===== src/hw/pmip_pkg.sv =====
// Package for the management interrupt pend block
package pmip_pkg;
	localparam int PMIP_VEC_W = 4;
	localparam int PMIP_NUM_VEC = 16;
	localparam logic [3:0] PMIP_PIN_VEC = 4'h0;
	localparam logic [3:0] PMIP_PLAT_MAX = 4'h3;
	localparam logic [2:0] PMIP_MODE_PMI = 3'h2;
	localparam int PMIP_ADDR_W = 64;

	typedef struct packed {
		logic valid;
		logic [2:0] mode;
		logic [7:0] dest;
		logic [3:0] vector;
	} pmip_ipi_msg_s;

	typedef struct packed {
		logic [PMIP_ADDR_W-1:0] resume_ip;
		logic [3:0] vector;
	} pmip_ctx_s;

	typedef enum logic [2:0] {
		PMIP_IDLE = 3'b001,
		PMIP_ENTER = 3'b010,
		PMIP_IN_SVC = 3'b100
	} pmip_state_e;
endpackage : pmip_pkg


===== src/hw/pmip_pend.sv =====
// Management interrupt pending and firmware entry sequencing
//
// Behaviour
// - Management vectors are pended apart from ordinary external interrupt numbering.
// - Vectors 0 to 3 always exist and serve platform firmware.
// - Vectors 4 to 15 are kept for processor firmware only.
// - Asserted request pin pends vector zero.
// - Accepted at any time and ranked above every external interrupt.
// - Management-mode message to this processor pends its carried vector if that vector is 0 to 3.
// - Servicing a pending vector jumps to the firmware service entry point.
// - Interrupted instruction address is saved for later resumption.
// - Each vector has its own pending bit.
`timescale 1ns/1ns
module pmip_pend
	import pmip_pkg::*;
(
	input wire logic i_ref_clk,
	input wire logic i_rst_b,
	input wire logic i_mgmt_req_pin,
	input wire pmip_ipi_msg_s i_ipi_msg,
	input wire logic [7:0] i_my_id,
	input wire logic i_fw_req_valid,
	input wire logic [3:0] i_fw_req_vector,
	input wire logic i_ext_int_req,
	input wire logic [PMIP_ADDR_W-1:0] i_cur_ip,
	input wire logic i_can_take,
	input wire logic i_svc_done,
	output logic o_firmware_service_entry,
	output logic o_ext_int_take,
	output logic o_in_service,
	output pmip_ctx_s o_ctx,
	output logic [PMIP_NUM_VEC-1:0] o_pending,
	output logic o_resume,
	output logic [PMIP_ADDR_W-1:0] o_resume_ip
);
	function automatic logic [PMIP_NUM_VEC-1:0] vec_onehot(input logic [3:0] v);
		vec_onehot = '0;
		vec_onehot[v] = 1'b1;
	endfunction : vec_onehot

	pmip_state_e state_q, state_d;
	logic [PMIP_NUM_VEC-1:0] pend_q, pend_d;
	pmip_ctx_s ctx_q;
	logic entry_q;
	logic resume_q;

	wire logic ipi_hit;
	wire logic ipi_ok;
	wire logic fw_ok;
	wire logic [PMIP_NUM_VEC-1:0] set_vec;
	wire logic any_pend;
	wire logic take;
	wire logic [3:0] sel_vec;
	wire logic [PMIP_NUM_VEC-1:0] clr_vec;

	// Message aimed at us in management mode
	assign ipi_hit = i_ipi_msg.valid && (i_ipi_msg.mode == PMIP_MODE_PMI)
		&& (i_ipi_msg.dest == i_my_id);
	// Messages carry platform vectors only
	assign ipi_ok = ipi_hit && (i_ipi_msg.vector <= PMIP_PLAT_MAX);
	// Upper vectors only from processor firmware
	assign fw_ok = i_fw_req_valid && (i_fw_req_vector > PMIP_PLAT_MAX);
	assign set_vec = (i_mgmt_req_pin ? vec_onehot(PMIP_PIN_VEC) : '0)
		| (ipi_ok ? vec_onehot(i_ipi_msg.vector) : '0)
		| (fw_ok ? vec_onehot(i_fw_req_vector) : '0);
	assign any_pend = |pend_q;

	// Lowest vector number wins
	function automatic logic [3:0] low_vec(input logic [PMIP_NUM_VEC-1:0] p);
		low_vec = '0;
		for (int i = PMIP_NUM_VEC - 1; i >= 0; i--) begin
			if (p[i]) begin
				low_vec = 4'(i);
			end
		end
	endfunction : low_vec

	assign sel_vec = low_vec(pend_q);
	assign take = (state_q == PMIP_IDLE) && any_pend && i_can_take;
	assign clr_vec = take ? vec_onehot(sel_vec) : '0;
	// Set wins over clear; repeats merge into one bit
	assign pend_d = (pend_q & ~clr_vec) | set_vec;

	always_comb begin
		state_d = state_q;
		case (state_q)
			PMIP_IDLE: begin
				if (take) begin
					state_d = PMIP_ENTER;
				end
			end
			PMIP_ENTER: begin
				state_d = PMIP_IN_SVC;
			end
			PMIP_IN_SVC: begin
				if (i_svc_done) begin
					state_d = PMIP_IDLE;
				end
			end
			default: begin
				state_d = PMIP_IDLE;
			end
		endcase
	end

	always_ff @(posedge i_ref_clk) begin
		if (!i_rst_b) begin
			state_q <= PMIP_IDLE;
			pend_q <= '0;
			ctx_q <= '0;
			entry_q <= 1'b0;
			resume_q <= 1'b0;
		end else begin
			state_q <= state_d;
			pend_q <= pend_d;
			entry_q <= take;
			resume_q <= (state_q == PMIP_IN_SVC) && i_svc_done;
			if (take) begin
				ctx_q <= '{resume_ip: i_cur_ip, vector: sel_vec};
			end
		end
	end

	// External interrupts wait while any management work exists
	assign o_ext_int_take = i_ext_int_req && i_can_take && !any_pend
		&& (state_q == PMIP_IDLE);
	assign o_firmware_service_entry = entry_q;
	assign o_in_service = (state_q != PMIP_IDLE);
	assign o_ctx = ctx_q;
	assign o_pending = pend_q;
	assign o_resume = resume_q;
	assign o_resume_ip = ctx_q.resume_ip;
endmodule : pmip_pend


===== config.mk =====
export PLATFORM = sky130hd
export DESIGN_NAME = pmip_pend
export DESIGN_NICKNAME = d
export VERILOG_FILES = /design/src/hw/pmip_pkg.sv /design/src/hw/pmip_pend.sv
export SDC_FILE = /design/constraint.sdc
export NUM_CORES = 1
export LEC_CHECK = 0
export BUFFER_PORTS_ARGS = -buffer_cell sky130_fd_sc_hd__buf_2
export CAP_MARGIN = 20
export CORE_MARGIN = 10
export CORE_UTILIZATION = 35
export DETAILED_ROUTE_END_ITERATION = 10
export GPL_TIMING_DRIVEN = 0
export MAX_ROUTING_LAYER = met4
export PLACE_DENSITY = 0.65
export SYNTH_ARGS = -nofsm -noshare
export SYNTH_HDL_FRONTEND = slang
export SYNTH_SLANG_ARGS = --single-unit
export TNS_END_PERCENT = 1

===== constraint.sdc =====
create_clock -name i_ref_clk -period 4.5 [get_ports i_ref_clk]
set_input_delay 0.9 -clock i_ref_clk [delete_from_list [all_inputs] [get_ports i_ref_clk]]
set_output_delay 0.9 -clock i_ref_clk [all_outputs]
set_load 0.01 [all_outputs]

==> metrics, run 1 <==
status=completed; clock sinks=89; slew at the pin closest to its max-slew limit=712 ps; Critical Path AT=2130 ps; PostCTS Resize Cnt=0; commonest non-fill, non-tap cell in the layout=buf_2; Worst Hold Class=reg2reg; Top FF cell, synth=dfxtp_1; gpl congestion=0.849; DR iter-0 viols=194; post-synthesis cell count=514; non-filler cells in the finished layout=952; final period utilization=0.673; vias in the first global route=4650; Synth top area share=0.390; register area share after synthesis=0.390; maximum vdd ir drop=0.149 mV; ys async rst share=0; IO Port Bufs=250; Area contributors post-synth=dfxtp_1, a21oi_2, buf_4; WHS=463 ps; initial antenna violation count=0; # H-tree levels=3; power per cell area=341 nW/um^2; Hold Fails Final Rpt=0; dpl hpwl=11.9 mm; Finished Cell Area=6320 um^2; synth unique cells=47; Placed Instances=936; die height=134 um; DRC=0; area grow syn2layout=38.3%; routed vias=4419; Post-CTS Setup Inserts=0; Routed WL=14.8 mm; placed instance area=6040 um^2; Pleak=3.05 nW; minimum clock period after layout=3030 ps; Final nets=874; largest net degree at the start of global routing=14; Die Width=134 um; hold_buf cts=0; Starting Density=0.359; Worst Path Required=3600 ps; EDFF count, synth=0; commonest non-fill, non-tap cells in the layout=buf_2, nand2_1, dfxtp_1; CTS Buf Count=9; Setup crit end kind=output pin; Max Freq=330 MHz; synthesized net count=613; Cell Area, Synth=4570 um^2; Post-DRT Antenna Nets=0; TritonRoute pass-1 iters=4; number of max-cap violations=0; global-route wire length before repair=23.4 mm; Setup TNS=0 ps; DIE AREA=18000 um^2; RSZ-0062 raised after global routing=false; core area=12700 um^2; Synth Area per Inst=8.89 um^2; remaining global-route overflow=0; Seq cells post-synth=89; Cell Rows=41; Final Setup Violations=0; yosys warns=0; wire per inst=15.5 um; vias per cell=4.64; Root Buffer=clkbuf_16; Worst setup SP type=primary input; Slew headroom=0.526; Setup CP Type=in2out; I/O pin cnt=251; clock latency on the worst-skew pair=340 ps; GRT Total Usage=0.163; largest area contributor in the netlist=dfxtp_1; CTS tree=built; Reg clk slew, reported paths=60 ps; count of pins over their slew limit=0; Max FO, Critical Path=10; Fin Clk Skew=5.70 ps; CTS Buffer Depth=2; layout cells sized above 1=0.605
-- cells by family (layout without fill, tap and decap cells) --
logic type / Yosys count / count (layout) / synth area share
other: 0 / 1 / 0
xor gates and xnor gates: 8 / 8 / 0.0153
DFF: 89 / 89 / 0.390
AOI/OAI and AO/OA: 110 / 110 / 0.197
muxes: 1 / 1 / 0.00219
and+or+nand+nor: 213 / 213 / 0.238
buffers and inverters: 93 / 358 / 0.158
-- per-stage QoR --
step	util	setup WS [ps]	total power, mW
2_1_floorplan	-	1720	1.24
3_3_place_gp	0.474	1460	1.44
3_5_place_dp	0.474	1460	1.45
4_1_cts	0.496	1450	2.19
5_1_grt	0.496	1340	2.27
6_report	0.497	1470	2.15
-- layer usage --
metal / GRT usage / wire, um
met1: 0.175 / 6120
met3: 0.0456 / 1120
met4: 0.0599 / 237
met5: - / 0
met2: 0.280 / 7290
-- flip-flops by register name, indices dropped and copies added (netlist names) --
register	count
o_pending	16
o_ctx	4
state_q	3
o_resume_ip	64
o_firmware_service_entry	1
o_resume	1
-- layout make-up --
| class | instances | area [um^2] |
|---|---|---|
| fill | 1261 | 6400 |
| multi-input combinational | 332 | 2070 |
| sequential | 89 | 1780 |
| timing repair buffer | 250 | 1250 |
| buffer | 89 | 707 |
| clock buffer | 12 | 236 |
| tap | 172 | 215 |
| clock inverter | 3 | 42.5 |
| inverter | 4 | 15.0 |
| antenna | 1 | 2.50 |
-- path summary, 6_finish.rpt --
kind / startpoint / end / slack [ps] / depth (start not counted)
min: o_ctx[1]$_SDFFE_PN0P_ / o_ctx[1]$_SDFFE_PN0P_ / 460 / 2
min reg2reg: o_ctx[1]$_SDFFE_PN0P_ / o_ctx[1]$_SDFFE_PN0P_ / 460 / 2
max reg2reg: o_pending[13]$_SDFF_PN0_ / o_resume_ip[32]$_SDFFE_PN0P_ / 2270 / 7
max: i_can_take / o_ext_int_take / 1470 / 6
-- cells in the mapped netlist, drive strengths merged, types with 2 or more instances --
library cell  number
a21oi             78
a32o               3
buf               79
clkbuf            10
dfxtp             89
inv                4
nand2            145
nand2b             5
nand3              6
nand3b             3
nand4              2
nand4bb            2
nor2              24
nor3               4
nor4               5
nor4b              3
o21ai              7
o311ai             4
o31ai              8
or2                2
or3                4
or4                5
xor2               8
-- power breakdown --
group | total [mW] | leakage (nW) | switching (mW) | internal [mW]
Clock | 0.732 | 0.133 | 0.305 | 0.427
Sequential | 0.887 | 0.725 | 0.0478 | 0.839
Combinational | 0.532 | 2.19 | 0.282 | 0.250
Total | 2.15 | 3.05 | 0.634 | 1.52
-- worst max-delay path, stage by stage --
cell       delay, ps
buf_2             90
nand4bb_1        130
clkbuf_1         250
or2_2            400
nor3_1           200
buf_2            160
Power figures use the tool's default switching activity.
==> run 2: changes to the inputs <==
Settings changed: ABC_AREA set to 1, PLACE_DENSITY 0.65 to 0.7.
Clock period 4.5 ns to 2.55 ns, I/O delays scaled along.
==> run 2 against run 1 <==
Against the previous run:
- global-route usage is 0.44 points higher
- setup slack worse by 1100 ps
- utilization is 1.6 points higher
- worst hold slack worse by 64 ps
- sequential share of layout area is 2.2 points higher
- register-to-register slack worse by 1600 ps
- clock power is 110% higher
- sequential power is 93% higher
- largest power group unchanged
==> metrics, run 2 <==
Worst setup SP type=flip-flop; Cell Rows=39; DR iter-0 viols=188; family with the most delay on the worst path=simple AND/OR/NAND/NOR gates; met1 global-route usage=0.179; gpl congestion=0.825; max reg flops=64; top cells by count, synth=nor2_1, dfxtp_1, buf_4, o21ai_0, nand2_1; Worst path depth=7; RSZ-0062 raised after global routing=false; fillers=1190; Worst Path Buf+Inv=2; commonest non-fill, non-tap cells in the layout=buf_2, nor2_1, dfxtp_1; final period utilization=0.851; Hold Fails Final Rpt=0; R2R cell count=9; power per cell area=787 nW/um^2; clock sinks=89; minimum clock period after layout=2170 ps; Post-Synth Simple-Gate Area=0.250; global-route wire length before repair=21.6 mm; Reg clk slew, reported paths=60 ps; flop2flop setup slack=700 ps; Post-Synth Adder-Cell Area=0; Synth Area per Inst=7.31 um^2; IO Port Bufs=250; remaining global-route overflow=0; main combinational cell family by area after synthesis=simple AND/OR/NAND/NOR gates; commonest non-fill, non-tap cell in the layout=buf_2; Seq cells post-synth=89; synthesized net count=656; wire per inst=14.5 um; post-synthesis cell count=557; GRT Total Usage=0.167; largest net degree at the start of global routing=15; count of pins over their slew limit=0; Routed WL=14.0 mm; routed vias=4386; vias per cell=4.53; DIE AREA=16300 um^2; status=completed; slew at the pin closest to its max-slew limit=524 ps; synth unique cells=28; die height=128 um; CTS tree=built; I/O pin cnt=251; multiplexer area fraction after synthesis=0; Post-DRT Antenna Nets=0; Fin Clk Skew=4.87 ps; maximum vdd ir drop=0.438 mV; CTS Buf Count=9; initial antenna violation count=1; EDFF count, synth=0; met2 GRT Util=0.281; Setup CP Type=reg2out; yosys warns=0; Worst path slowest cell=dfxtp_1; Starting Density=0.357; largest area contributor in the netlist=dfxtp_1; core area=11400 um^2; hold path depth=3; Slew headroom=0.651; Final nets=917; # H-tree levels=3; Setup TNS=0 ps; Max Freq=461 MHz; peak per-stage delay on the critical path=340 ps; clock latency on the worst-skew pair=340 ps; Post-CTS Setup Inserts=0; PostCTS Resize Cnt=0; Max FO, Critical Path=4; Compound-Gate Fraction of Synth Area=0.117; Worst Hold Class=in2reg; dpl hpwl=11.6 mm; Synth top area share=0.438; DRC=0; GR Layer Usage met3=0.0587; Area contributors post-synth=dfxtp_1, nor2_1, buf_4; GRT busiest layer=met2; layout cells sized above 1=0.426; register area share after synthesis=0.438; top-count cell post-synth=nor2_1; Root Buffer=clkbuf_16; Cell Area, Synth=4070 um^2; TritonRoute pass-1 iters=4; WHS=400 ps; CTS Buffer Depth=2; Design Power=4.61 mW; Setup crit end kind=output pin; Die Width=128 um; Final Setup Violations=0; Top FF cell, synth=dfxtp_1; number of max-cap violations=0; crit path cell chain=or2_1, nor2_1, nand2_1, nor2_2, inv_2, nor3_1, buf_2; area grow syn2layout=43.7%; ys async rst share=0; Post-Synth XOR/XNOR Area=0.0129; vias in the first global route=4166; Worst Path Required=2040 ps; hold_buf cts=0; Critical Path AT=1660 ps; Pleak=3.16 nW
==> run 2: report_power, final <==
| group | total [mW] | internal [mW] | switching (mW) |
|---|---|---|---|
| clock | 1.52 | 0.983 | 0.537 |
| combinational | 1.37 | 0.648 | 0.727 |
| sequential | 1.71 | 1.58 | 0.135 |
==> run 2: per-layer routing <==
metal / wire length, um / up-vias
met2: 6670 / 180
met5: 0 / -
met1: 5730 / 1934
li1: - / 2251
met4: 276 / 0
met3: 1320 / 21
==> run 2: worst register-to-register path, delay by kind of cell, from the launching register on <==
kind | cells | cell delay (ps)
simple gates | 6 | 1150
flops | 1 | 330
buf+inv | 2 | 200
compound gates | 1 | 50
==> run 2: path summary, 6_finish.rpt <==
check / startpoint / to
setup reg to reg: state_q[0]$_SDFFE_PN1P_ / o_pending[13]$_SDFF_PN0_
hold reg to reg: o_pending[1]$_SDFF_PN0_ / o_pending[1]$_SDFF_PN0_
hold / removal: i_svc_done / o_resume$_SDFF_PN0_
setup / recovery: o_pending[15]$_SDFF_PN0_ / o_ext_int_take
==> run 2: kinds of logic (layout without fill, tap and decap cells) <==
logic type	Yosys count	in the layout
and+or+nand+nor	246	246
buffers and inverters	125	391
AOI/OAI and AO/OA	91	91
DFF	89	89
xor gates and xnor gates	6	6
other	0	2
==> run 2: through the flow <==
stage	worst slack (ps)	util	cells	cell area (um^2)
final	380	0.512	968	5850
after global routing	238	0.512	967	5850
after CTS	371	0.512	966	5850
after detailed placement	651	0.482	950	5500
after global placement	671	0.482	950	5500
after floorplan	905	-	557	4070
==> run 2: cell type report <==
class	instances	area, um^2	share of cell area
flip-flops and latches	89	1780	0.304
multi-input cells	343	1550	0.264
clock buffers	11	243	0.0415
plain buffers	87	602	0.103
diodes	2	5.00	0.000855
repair buffers	250	1250	0.214
inverters	38	143	0.0244
clock inverters	5	103	0.0175
well taps	143	179	0.0306
==> run 3: changes to the inputs <==
Settings changed: CORE_MARGIN 10 to 8.
==> run 3 against run 2 <==
Against the previous run:
- worst hold slack improved by 8.6 ps
- final area is 0.71% lower
- clock-buffer cell count increased by 3
- clock skew about the same
- largest cell class unchanged
- largest power group unchanged
==> metrics, run 3 (same netlist as run 2, synthesis figures left out) <==
placed instance area=5500 um^2; layout cells sized above 1=0.425; TritonRoute pass-1 iters=4; clock sinks=89; count of pins over their slew limit=0; Routed WL=13.2 mm; max reg flops=64; area grow syn2layout=42.7%; routed vias=4328; hold_sp=i_cur_ip[46]; Setup CP Type=reg2out; # H-tree levels=3; status=completed; Flop pwr share=0.385; Pleak=3.15 nW; gpl congestion=0.865; I/O pin cnt=251; die height=124 um; Final Setup Violations=0; Max Freq=469 MHz; slew at the pin closest to its max-slew limit=552 ps; R2R cell count=9; IO Port Bufs=250; WHS=408 ps; number of max-cap violations=0; dpl hpwl=10.8 mm; Setup crit end kind=output pin; commonest non-fill, non-tap cells in the layout=buf_2, nor2_1, dfxtp_1; Max FO, Critical Path=4; largest net degree at the start of global routing=14; pre-CTS setup slack=640 ps; combinational share of power=0.307; peak per-stage delay on the critical path=330 ps; Starting Density=0.358; Reg area=1780 um^2; Finished Core Util=0.511; DRC=0; power per cell area=766 nW/um^2; non-filler cells in the finished layout=966; Hold Fails Final Rpt=0; DR iter-0 viols=249; Placed Instances=950; Cell Rows=39; Clock power frac=0.308; minimum clock period after layout=2130 ps; Post-CTS Setup Inserts=0; Worst path slowest cell=dfxtp_1; area taken by multi-input logic gates=1550 um^2; RSZ-0062 raised after global routing=false; P_int=3.06 mW; Worst Setup SP=o_pending[15]$_SDFF_PN0_; Slew headroom=0.632; fillers=1157; remaining global-route overflow=0; Worst setup SP type=flip-flop; Critical Path AT=1620 ps; Sw Share=0.311; Finished Cell Area=5810 um^2; core area=11400 um^2; Reg clk slew, reported paths=60 ps; maximum vdd ir drop=0.491 mV; Die Width=124 um; post-route worst setup slack=418 ps; Post-DRT Antenna Nets=0; clock latency on the worst-skew pair=340 ps; Worst Hold Class=in2reg; Crit Reg-Reg Startpoint=state_q[0]$_SDFFE_PN1P_; crit path cell chain=or2_1, nor2_1, nand2_1, nor2_2, inv_2, nor3_1, buf_2; Fin Clk Skew=4.38 ps; CTS Buf Count=9; GRT Total Usage=0.168; Final nets=917; final period utilization=0.836; wire per inst=13.7 um; CTS Buffer Depth=2; Setup TNS=0 ps; commonest non-fill, non-tap cell in the layout=buf_2; Worst Path Required=2040 ps; hold_buf cts=0; global-route wire length before repair=19.6 mm; DIE AREA=15300 um^2; Design Power=4.45 mW; CTS tree=built; Root Buffer=clkbuf_16; vias per cell=4.48; vias in the first global route=3966; # diodes=0; initial antenna violation count=0; PostCTS Resize Cnt=0; hold path depth=3; Sw Pwr=1.38 mW
-- run 3: power groups by stage --
| stage | Sequential, mW | Combinational [mW] | Clock, mW |
|---|---|---|---|
| 6_report | 1.71 | 1.37 | 1.37 |
| 5_1_grt | 1.74 | 1.51 | 1.46 |
| 4_1_cts | 1.72 | 1.39 | 1.40 |
| 3_5_place_dp | 1.75 | 1.39 | 0 |
| 3_3_place_gp | 1.74 | 1.38 | 0 |
| 2_1_floorplan | 1.81 | 0.752 | 0 |
-- run 3: area by class of cell --
type,instances,share of cell area
Sequential cell,89,0.307
Tap cell,143,0.0308
Inverter,38,0.0245
Timing Repair Buffer,250,0.215
Clock inverter,2,0.00603
Buffer,87,0.104
Clock buffer,14,0.0472
Multi-Input combinational cell,343,0.266
-- run 3: worst paths after layout --
kind / slack, ps / end
setup / recovery: 420 / o_ext_int_take
hold / removal: 410 / o_resume_ip[46]$_SDFFE_PN0P_
setup reg to reg: 710 / o_ctx[1]$_SDFFE_PN0P_
hold reg to reg: 490 / o_pending[6]$_SDFF_PN0_
-- run 3: worst max-delay path: cells and delay by family (launching register included) --
| family | cells | cell delay [ps] |
|---|---|---|
| buffers and inverters | 2 | 240 |
| AND/OR/NAND/NOR | 5 | 710 |
| flip-flops | 1 | 330 |
-- run 3: per-layer routing --
| metal | wire length, um | global-route usage | vias to the layer above |
|---|---|---|---|
| met5 | 0 | - | - |
| met4 | 195 | 0.0557 | 0 |
| met3 | 1340 | 0.0399 | 15 |
| met2 | 6170 | 0.273 | 189 |
| met1 | 5540 | 0.200 | 1884 |
| li1 | - | - | 2240 |
